[config.mk]
export PLATFORM = sky130hd
export DESIGN_NAME = fbp_port
export DESIGN_NICKNAME = d
export VERILOG_FILES = /design/src/rtl/fbp_pkg.sv /design/src/rtl/fbp_pin_cell.sv /design/src/rtl/fbp_read_mux.sv /design/src/rtl/fbp_port.sv
export SDC_FILE = /design/constraint.sdc
export NUM_CORES = 1
export LEC_CHECK = 0
export BUFFER_PORTS_ARGS = -buffer_cell sky130_fd_sc_hd__clkbuf_2
export CORE_MARGIN = 2
export CORE_UTILIZATION = 49
export CTS_CLUSTER_DIAMETER = 120
export DETAILED_ROUTE_END_ITERATION = 12
export GPL_ROUTABILITY_DRIVEN = 1
export PLACE_DENSITY = 0.85
export RECOVER_POWER = 100
export SYNTH_ARGS = -nofsm -noshare
export SYNTH_HDL_FRONTEND = slang
export SYNTH_SLANG_ARGS = --single-unit
[constraint.sdc]
create_clock -name mclk -period 4.1 [get_ports mclk]
set_clock_uncertainty 0.1 [all_clocks]
set_input_delay 0.205 -clock mclk [delete_from_list [all_inputs] [get_ports mclk]]
set_output_delay 0.205 -clock mclk [all_outputs]
set_load 0.01 [all_outputs]
[src/rtl/fbp_pkg.sv]
// constants for the four-bit port with upper address sharing
package fbp_pkg;
	localparam logic [19:0] PORT_DIRECTION_ADDR    = 20'hEE004;
	localparam logic [19:0] PULLUP_CONTROL_ADDR    = 20'hEE03F;
	localparam logic [19:0] PORT_OUTPUT_DATA_ADDR  = 20'hFFFD4;
	localparam int          PIN_COUNT              = 4;
	localparam logic [7:0]  RESERVED_HIGH          = 8'hF0;
	localparam logic [3:0]  DIR_RESET_ADDR_MODE    = 4'hF;
	localparam logic [3:0]  DIR_RESET_OTHER_MODE   = 4'h0;
	localparam logic [3:0]  DATA_RESET             = 4'h0;
	localparam logic [3:0]  PULLUP_RESET           = 4'h0;
	localparam logic [7:0]  UNMAPPED_READ          = 8'h00;
	localparam logic [2:0]  MODE_ADDR_LAST         = 3'h4;
	localparam logic [2:0]  MODE_MIXED             = 3'h5;
	localparam logic [2:0]  MODE_SINGLE_FIRST      = 3'h6;
	typedef enum logic [3:0]
	{
		PIN_ADDRESS = 4'h1,
		PIN_INPUT   = 4'h2,
		PIN_OUTPUT  = 4'h4,
		PIN_HIZ_OFF = 4'h8
	} fbp_pin_role_type;
endpackage

[src/rtl/fbp_pin_cell.sv]
// one port pin: role selection, output drive and pull-up gating
`timescale 1ns/100ps
`default_nettype none
module fbp_pin_cell
(
	input  wire logic [2:0] mode,           // operating mode 1..7
	input  wire logic       hold,           // reset or hardware standby
	input  wire logic       dir_bit,        // direction bit
	input  wire logic       data_bit,       // latched data bit
	input  wire logic       pullup_bit,     // pull-up control bit
	input  wire logic       addr_bit,       // bus controller address bit
	output logic            pin_out,        // pin output level
	output logic            pin_oe,         // pin drive enable
	output logic            pullup_en       // pull-up transistor on
);
	fbp_pkg::fbp_pin_role_type role;

	always_comb
	begin
		if (hold)
			role = fbp_pkg::PIN_HIZ_OFF;
		else if (mode <= fbp_pkg::MODE_ADDR_LAST)
			role = fbp_pkg::PIN_ADDRESS;
		else if (mode == fbp_pkg::MODE_MIXED)
			role = dir_bit ? fbp_pkg::PIN_ADDRESS : fbp_pkg::PIN_INPUT;
		else
			role = dir_bit ? fbp_pkg::PIN_OUTPUT : fbp_pkg::PIN_INPUT;
	end

	always_comb
	begin
		pin_out   = 1'b0;
		pin_oe    = 1'b0;
		pullup_en = 1'b0;
		unique case (role)
			fbp_pkg::PIN_ADDRESS:
			begin
				pin_out = addr_bit;
				pin_oe  = 1'b1;
			end
			fbp_pkg::PIN_OUTPUT:
			begin
				pin_out = data_bit;
				pin_oe  = 1'b1;
			end
			fbp_pkg::PIN_INPUT:
				pullup_en = pullup_bit;
			fbp_pkg::PIN_HIZ_OFF:
				pullup_en = 1'b0;
		endcase
	end
endmodule
`default_nettype wire

[src/rtl/fbp_read_mux.sv]
// read-back selection for the three port registers
`timescale 1ns/100ps
`default_nettype none
module fbp_read_mux
(
	input  wire logic [19:0] addr,          // register address
	input  wire logic [3:0]  dir,           // direction bits
	input  wire logic [3:0]  data,          // latched data bits
	input  wire logic [3:0]  pullup_ctl,    // pull-up control bits
	input  wire logic [3:0]  pin_level,     // live pin levels
	output logic      [7:0]  rdata          // read value
);
	always_comb
	begin
		unique case (addr)
			fbp_pkg::PORT_DIRECTION_ADDR:
				rdata = 8'hFF;
			fbp_pkg::PORT_OUTPUT_DATA_ADDR:
				rdata = fbp_pkg::RESERVED_HIGH | {4'h0, (dir & data) | (~dir & pin_level)};
			fbp_pkg::PULLUP_CONTROL_ADDR:
				rdata = fbp_pkg::RESERVED_HIGH | {4'h0, pullup_ctl};
			default:
				rdata = fbp_pkg::UNMAPPED_READ;
		endcase
	end
endmodule
`default_nettype wire

[src/rtl/fbp_port.sv]
// four-bit port shared with the upper address outputs
//
// Added by the designer: the port shared with the upper address outputs.
`timescale 1ns/100ps
`default_nettype none
// Behaviour
// - modes 1 to 4: all pins drive upper address outputs
// - mode 5: direction 1 gives address output, 0 gives input
// - mode 5: all pins inputs after reset until software sets direction
// - modes 6 and 7: direction 1 output, 0 input
// - modes 1 to 4: direction reads all ones, writes ignored
// - modes 5 to 7: direction writable, reads all ones
// - direction resets to FF in modes 1-4, F0 in modes 5-7
// - software standby keeps all three registers
// - generic outputs keep driving through software standby
// - upper four bits of each register read one, ignore writes
// - generic output pin drives its data bit
// - data read gives latch if direction 1, pin if 0
// - data register resets to F0
// - modes 5-7: pull-up on only if control 1, direction 0
// - pull-up control resets to F0
// - pull-ups off in reset, hardware standby, and modes 1-4
module fbp_port
#(
	parameter int PINS = fbp_pkg::PIN_COUNT
)
(
	input  wire logic            mclk,            // 125 MHz clock
	input  wire logic            rst,             // async reset, high
	input  wire logic            clk_en,          // freezes all state when low
	input  wire logic [2:0]      mode,            // operating mode 1..7
	input  wire logic            hw_standby,      // hardware standby, high
	input  wire logic            sw_standby,      // software standby, high
	input  wire logic [19:0]     reg_addr,        // register address
	input  wire logic [7:0]      reg_wdata,       // write data
	input  wire logic            reg_wr,          // write strobe
	input  wire logic            reg_rd,          // read strobe
	output logic      [7:0]      reg_rdata,       // read data, cycle after strobe
	input  wire logic [PINS-1:0] upper_address_outputs, // bus controller upper address
	input  wire logic [PINS-1:0] pin_in,          // pin levels
	output logic      [PINS-1:0] pin_out,         // pin drive levels
	output logic      [PINS-1:0] pin_oe,          // pin drive enables
	output logic      [PINS-1:0] pullup_en        // pull-up enables
);
	typedef enum logic [3:0]
	{
		SEL_NONE      = 4'h1,
		SEL_DIRECTION = 4'h2,
		SEL_DATA      = 4'h4,
		SEL_PULLUP    = 4'h8
	} fbp_reg_sel_type;

	// register state and the strobe decode
	logic [3:0]      port_direction_q;
	logic [3:0]      port_direction_d;
	logic [3:0]      port_output_data_q;
	logic [3:0]      port_output_data_d;
	logic [3:0]      pullup_control_q;
	logic [3:0]      pullup_control_d;
	logic            init_q;
	logic [7:0]      rdata_q;
	logic [7:0]      rdata_d;
	logic [7:0]      rd_value;
	logic            addr_mode;
	logic            hold;
	logic            hold_pins;
	logic            wr_ok;
	fbp_reg_sel_type wr_sel;
	logic [3:0]      wr_nibble;
	logic [3:0]      dir_reset;

	// modes 1 to 4 hand every pin to the bus controller
	function automatic logic addr_only
	(
		logic [2:0] m
	);
		addr_only = (m <= fbp_pkg::MODE_ADDR_LAST);
	endfunction

	// unmapped addresses give no select, so such writes are dropped
	function automatic fbp_reg_sel_type decode_sel
	(
		logic [19:0] addr
	);
		unique case (addr)
			fbp_pkg::PORT_DIRECTION_ADDR:
				decode_sel = SEL_DIRECTION;
			fbp_pkg::PORT_OUTPUT_DATA_ADDR:
				decode_sel = SEL_DATA;
			fbp_pkg::PULLUP_CONTROL_ADDR:
				decode_sel = SEL_PULLUP;
			default:
				decode_sel = SEL_NONE;
		endcase
	endfunction

	function automatic logic [3:0] direction_reset
	(
		logic [2:0] m
	);
		if (addr_only(m))
			direction_reset = fbp_pkg::DIR_RESET_ADDR_MODE;
		else
			direction_reset = fbp_pkg::DIR_RESET_OTHER_MODE;
	endfunction

	// the reserved high nibble never takes write data
	function automatic logic [3:0] low_nibble
	(
		logic [7:0] value
	);
		low_nibble = value[3:0];
	endfunction

	assign addr_mode = addr_only(mode);
	assign dir_reset = direction_reset(mode);
	assign wr_nibble = low_nibble(reg_wdata);
	// hardware standby reinitialises like a reset; software standby does not
	assign hold      = hw_standby | init_q;
	// pull-ups and drivers off in reset
	assign hold_pins = hold | rst;

	// writes refused in software standby so contents survive it
	always_comb
	begin
		wr_ok  = reg_wr & ~sw_standby & ~hold;
		wr_sel = SEL_NONE;
		if (wr_ok)
		begin
			wr_sel = decode_sel(reg_addr);
		end
	end

	// the mode pins are only valid after release, so the mode-dependent
	// values are loaded one enabled edge later through init_q
	always_ff @(posedge mclk or posedge rst)
	begin
		if (rst)
		begin
			init_q <= 1'b1;
		end
		else if (clk_en)
		begin
			init_q <= 1'b0;
		end
	end

	always_comb
	begin
		port_direction_d = port_direction_q;
		if (hold)
		begin
			port_direction_d = dir_reset;
		end
		else
		begin
			unique case (wr_sel)
				SEL_DIRECTION:
					if (!addr_mode)
						port_direction_d = wr_nibble;
				SEL_DATA,
				SEL_PULLUP,
				SEL_NONE:
					port_direction_d = port_direction_q;
			endcase
		end
	end

	always_ff @(posedge mclk or posedge rst)
	begin
		// every pin an input until the init edge
		if (rst)
		begin
			port_direction_q <= fbp_pkg::DIR_RESET_OTHER_MODE;
		end
		else if (clk_en)
		begin
			port_direction_q <= port_direction_d;
		end
	end

	always_comb
	begin
		port_output_data_d = port_output_data_q;
		if (hold)
		begin
			port_output_data_d = fbp_pkg::DATA_RESET;
		end
		else
		begin
			unique case (wr_sel)
				SEL_DATA:
					port_output_data_d = wr_nibble;
				SEL_DIRECTION,
				SEL_PULLUP,
				SEL_NONE:
					port_output_data_d = port_output_data_q;
			endcase
		end
	end

	always_ff @(posedge mclk or posedge rst)
	begin
		if (rst)
		begin
			port_output_data_q <= fbp_pkg::DATA_RESET;
		end
		else if (clk_en)
		begin
			port_output_data_q <= port_output_data_d;
		end
	end

	always_comb
	begin
		pullup_control_d = pullup_control_q;
		if (hold)
		begin
			pullup_control_d = fbp_pkg::PULLUP_RESET;
		end
		else
		begin
			unique case (wr_sel)
				SEL_PULLUP:
					pullup_control_d = wr_nibble;
				SEL_DIRECTION,
				SEL_DATA,
				SEL_NONE:
					pullup_control_d = pullup_control_q;
			endcase
		end
	end

	always_ff @(posedge mclk or posedge rst)
	begin
		if (rst)
		begin
			pullup_control_q <= fbp_pkg::PULLUP_RESET;
		end
		else if (clk_en)
		begin
			pullup_control_q <= pullup_control_d;
		end
	end

	// read data stand for one cycle and are zero otherwise
	always_comb
	begin
		rdata_d = 8'h00;
		if (reg_rd)
		begin
			rdata_d = rd_value;
		end
	end

	always_ff @(posedge mclk or posedge rst)
	begin
		if (rst)
		begin
			rdata_q <= 8'h00;
		end
		else if (clk_en)
		begin
			rdata_q <= rdata_d;
		end
	end

	assign reg_rdata = rdata_q;

	// the mux sees the live pins so input bits read their level
	fbp_read_mux u_read_mux
	(
		.addr       (reg_addr),
		.dir        (port_direction_q),
		.data       (port_output_data_q),
		.pullup_ctl (pullup_control_q),
		.pin_level  (pin_in[3:0]),
		.rdata      (rd_value)
	);

	// one cell per pin keeps the role logic identical across pins
	genvar gi;
	generate
		for (gi = 0; gi < PINS; gi++)
		begin : g_pin
			fbp_pin_cell u_cell
			(
				.mode       (mode),
				.hold       (hold_pins),
				.dir_bit    (port_direction_q[gi]),
				.data_bit   (port_output_data_q[gi]),
				.pullup_bit (pullup_control_q[gi]),
				.addr_bit   (upper_address_outputs[gi]),
				.pin_out    (pin_out[gi]),
				.pin_oe     (pin_oe[gi]),
				.pullup_en  (pullup_en[gi])
			);
		end
	endgenerate
endmodule
`default_nettype wire

* Yosys cells after proc, flatten, opt, wreduce, memory -nomap -nowiden *
Index checks and enable logic that the tools add are counted.
W data, S select, Z words.

cells by class
  magnitude comparators = 1
  eq/ne operators = 24
  muxes and demuxes = 44
  bitwise gates (word level) = 10
  reductions and logical operators = 10

operators by type and width
  cell                    number
  $mux W4                 21
  $eq A20 B20 Y1 const B  3
  $pmux W8 S3             1
  $eq A4 B1 Y1 const B    5
  $eq A4 B2 Y1 const B    5
  $eq A4 B3 Y1 const B    5
  $mux W3                 4
  $pmux W4 S3             1
  $reduce_or A3 Y1        3
  $and A4 B4 Y4           2
  $mux W1                 8
  $mux W2                 4
  $mux W8                 1
  $pmux W1 S2             4
  $reduce_or A2 Y1        4
  $ne A2 B2 Y1 const B    3
  $eq A4 B4 Y1 const B    1
  $not A4 Y4              1
  $or A4 B4 Y4            1
  $reduce_and A2 Y1       2
  $eq A3 B3 Y1 const B    1
  $le A3 B3 Y1 const B    1
  $ne A3 B3 Y1 const B    1
  $reduce_and A3 Y1       1
  other kinds (3)         6

storage, ports and cells
  bits in registers = 21
  input bits = 46
  output and inout port bits = 20

* Depth between registers and ports, before layout *
  word-level depth = 8
  depth in mapped cells = 6

* By module *
Synthesis repeated with hierarchy kept, for this count alone.

unflattened totals
  cells, all modules = 169
  area, all modules = 1534.0 sq um

modules (own cells, without submodules)
  module        instances  cells each  area each (sq um)
  fbp_port      1          102         1048.5
  fbp_read_mux  1          35          265.3
  fbp_pin_cell  4          8           55.1

* Least setup slack after synthesis *
OpenSTA, ideal clock, no wires.

  kind = input -> register
  start point = input reg_addr[11]
  end point = register port_direction_q[0]
  arrival time = 1.878 ns
  slack = 1.984 ns
  stages = 5
  buffers on the path = 0
  cell sequence = or4_1 > or4_4 > o41ai_2 > o31a_2 > o2111ai_1

between the ends
  longest elaborated chain between the ends = 7
  elaborated cells between the ends (all ways) = 13
  classes of those cells = eq/ne: 9; mux: 2; reduce/logical: 2

RTL lines
  what                                        line             source
  start, declared                             fbp_port.sv:34   input wire logic [19:0] reg_addr,
  $eq A20 B20 Y1                              fbp_port.sv:85   unique case (addr)
  $pmux W4 S3 (*)                             fbp_port.sv:85
  $mux W4 (*)                                 fbp_port.sv:128  if (wr_ok)
  $eq A4 B3 Y1, or another cell as far along  fbp_port.sv:157  unique case (wr_sel)
  $reduce_or A3 Y1                            fbp_port.sv:157
  $ne A2 B2 Y1 (no line)                      --
  $reduce_and A3 Y1 (no line) (*)             --
  end signal, assigned                        fbp_port.sv:174  port_direction_q <= fbp_pkg::DIR_RESET_OTHER_MODE;
  end signal, assigned                        fbp_port.sv:178  port_direction_q <= port_direction_d;
  end, declared                               fbp_port.sv:54   logic [3:0] port_direction_q;

Every way passes the cells marked *; elsewhere a longest branch is shown, timed or not.
A chain may end at the register's enable or synchronous reset.

* Worst setup path in the final report *
  start point = input rst
  end point = output pullup_en[1]

between the ends
  longest elaborated chain between the ends = 4

RTL lines
  what             line                source
  start, declared  fbp_port.sv:29      input wire logic rst,
  $or A1 B1 Y1     fbp_port.sv:121     assign hold_pins = hold | rst;
  $mux W4          fbp_pin_cell.sv:20  if (hold)
  $eq A4 B2 Y1     fbp_pin_cell.sv:35  unique case (role)
  $mux W1          fbp_pin_cell.sv:35
  end, declared    fbp_port.sv:43      output logic [PINS-1:0] pullup_en

Every way passes these cells.

==> impl_metrics.csv <==
group,metric,value,unit
run_status,status,"completed",
finish,utilization,0.6031,
timing,hold_ws,0.05500,ns
worst_setup_path,ff2ff_path_depth,5,
die,die_h,55.49,um
finish,layout_common_cells,"40 x clkbuf_2, 21 x clkbuf_1, 18 x nor2_1, 17 x dfrtp_1, 14 x a21oi_1",
worst_setup_path,critPathRequiredTime,3.80,ns
power_and_ir_drop,p_leak,0.6911,nW
clock_tree,clk_pin_slew,0.11,ns
worst_setup_path,cp_cell_sequence,"dlygate4sd3_1, clkbuf_2, inv_1, nand2_1, or2_2, nor3b_1, clkbuf_1",
clock_tree,clockRootBuffer,"clkbuf_4",
clock_tree,clock_sinks,18,
logic_synthesis,yosysTopAreaCellShare,0.3276,
die,core_area,2500,sq um
worst_setup_path,reg2reg_to,"port_direction_q[0]",
logic_synthesis,syn-num-nets,196,
detailed_routing,postRouteAntennaNets,0,
logic_synthesis,synth_area_per_cell,8.658,sq um
worst_setup_path,critical_path_arrival,2.62,ns
placed_design,gp_congestion,0.8499,
grt,antenna_found_initial,0,
grt,first_global_vias,1269,
timing,setup_violations,0,
logic_synthesis,synthTopCellsByArea,"dfrtp_1 33%, buf_4 8.7%, nand2b_1 6.3%, a22o_1 5.4%, nor2_1 5.2%",
logic_synthesis,synth-seq-cells,18,
grt,grt_start_max_net_pins,20,
detailed_routing,wl_per_cell,15.22,um
detailed_routing,drt_iter0_drc,27,
clock_tree,cts-resized-gates,0,
detailed_routing,vias,1359,
timing,fin_crit_sh,0.7131,
timing,fin_crit,2.924,ns
finish,multiInputGateArea,670.6,sq um
worst_setup_path,path_max_fanout,19,
timing,clock.fmax,342.1,MHz
timing,worst_pin_slew,1.317,ns
die,rows,18,
grt,grt_usage,0.2214,
worst_setup_path,endpoint,"pullup_en[1]",
die,dieArea,3079,sq um
worst_setup_path,path_buf_inv,4,
placed_design,dp_hpwl,2763,um
timing,finalSetupTns,0,ns
die,initial_core_util,0.5195,
power_and_ir_drop,ir_drop,157.4,uV
finish,final-seq-area,451.7,sq um
logic_synthesis,yosys.cell_types.count,30,
finish,drive_above_1_share,0.2475,
logic_synthesis,synthCells,150,
finish,fillers,236,
clock_tree,clock_latency,0.30,ns
clock_tree,cts_tree,"yes",
placed_design,place_area,1518,sq um
timing,drv_slew,0,
worst_setup_path,critPathMaxStageDelay,0.53,ns
timing,hold_violations,0,
job,cap_violations,0,
logic_synthesis,yosysWarnings,0,
clock_tree,post-cts-setup-buffer-count,0,
clock_tree,cts_buffer_depth,2,
clock_tree,htreeDepth,1,
worst_setup_path,crit_family,"buffers and inverters",
clock_tree,cts_buffers,3,
detailed_routing,drcViolationCount,0,
power_and_ir_drop,powerDensity,253.7,nW/um^2
worst_setup_path,crit_start,"rst",
worst_setup_path,endpoint_kind,"primary output",
detailed_routing,dr.pass1.iters,4,
worst_setup_path,critPathSlowestCell,"dlygate4sd3_1",
worst_setup_path,crit_cells,7,
grt,grt_first_pass_wirelength,5485,um
worst_setup_path,worstSetupStartpointType,"input port",
logic_synthesis,yosysSeqAreaShare,0.3478,
finish,num_antenna_cells,0,
detailed_routing,finalWirelength,3471,um
worst_setup_path,reg2reg_slack,2.47,ns
grt,overflow,0,
finish,design_area,1508,sq um
finish,area_delta_synth_final,16.09,%
placed_design,portBuffers,61,
worst_hold_path,hold_path.class,"input port to flop",
timing,rsz0062_at_grt,"no",
die,die-width,55.49,um
detailed_routing,via_per_inst,5.961,
logic_synthesis,syn-cell-area,1299,sq um
finish,fin_nets,245,
logic_synthesis,synth.largest_area_cell,"dfrtp_1",
die,io_pins,66,
worst_setup_path,path_class,"input port to primary output",
timing,slew_headroom,0.1124,
worst_setup_path,reg2reg_from,"init_q",
finish,layout_commonest_cell,"clkbuf_2",
[cells in the mapped netlist]
cell type,number
nor2_1,18
dfrtp_1,17
buf_4,15
a21oi_1,13
nand2b_1,13
nand3_1,13
a22o_1,8
nand2_1,7
inv_1,6
mux2i_1,4
nor3b_1,4
o2111ai_1,4
o221ai_1,4
clkbuf_1,3
or4_1,3
nand4_1,2
nor2b_1,2
nor3_4,2
a21oi_2,1
and3_1,1
and3b_1,1
dfstp_2,1
nor3_1,1
nor4_4,1
o21ai_0,1
o22ai_1,1
o31a_2,1
o41ai_2,1
or2_2,1
or4_4,1
[metrics by stage]
stage	worst slack (ns)	total power, mW	std cells
after floorplan	1.984	0.2404	150
after global placement	1.798	0.2698	223
after detailed placement	1.723	0.2741	223
after CTS	1.162	0.3844	228
after global routing	0.9487	0.3960	228
final	1.176	0.3825	228
[what timing repair did]
action / CTS / global route
hold endpoints to repair: 17 / 0
hold buffers: 1 / 0
setup endpoints to repair: 0 / 0
[worst min path at each step]
stage	start	endpoint	slack, ns	cells after the start
3_3_place_gp	rst	reg_rdata[3]	0.21	2
3_5_place_dp	rst	reg_rdata[3]	0.23	2
4_1_cts	reg_wdata[2]	port_output_data_q[2]	0.06	2
6_report	reg_wdata[2]	port_output_data_q[2]	0.06	2
5_1_grt	reg_wdata[2]	port_output_data_q[2]	0.07	2
2_1_floorplan	rst	port_direction_q[0]	0.05	1
[cells by family after synthesis]
| kind of cell | share of synthesized area |
|---|---|
| simple gates | 0.3150 |
| flops | 0.3478 |
| buf+inv | 0.1127 |
| mux | 0.03083 |
| compound gates | 0.1936 |
[layer usage]
| layer | vias to the layer above | part of all wire | GRT usage |
|---|---|---|---|
| li1 | 631 | - | - |
| met1 | 640 | 0.41 | 0.2784 |
| met2 | 82 | 0.49 | 0.3776 |
| met3 | 6 | 0.082 | 0.03747 |
| met4 | 0 | 0.014 | 0.08362 |
| met5 | - | 0 | 0 |
[final cells by class]
cell class              instances  area share
inverters                       6     0.01494
well taps                      30     0.02490
flip-flops and latches         18      0.2996
repair buffers                 62      0.1917
multi-input cells             108      0.4448
clock buffers                   4     0.02407
[report_power, final]
group	total (mW)	internal (mW)	switching, mW
sequential	0.192	0.183	0.00937
clock	0.113	0.0542	0.0585
combinational	0.0775	0.0337	0.0438
[registers in the layout, indices dropped and copies added (netlist names)]
name	flops
reg_rdata	5
port_direction_q	4
port_output_data_q	4
pullup_control_q	4
init_q	1
No activity file was read; power rests on OpenSTA's default activity.
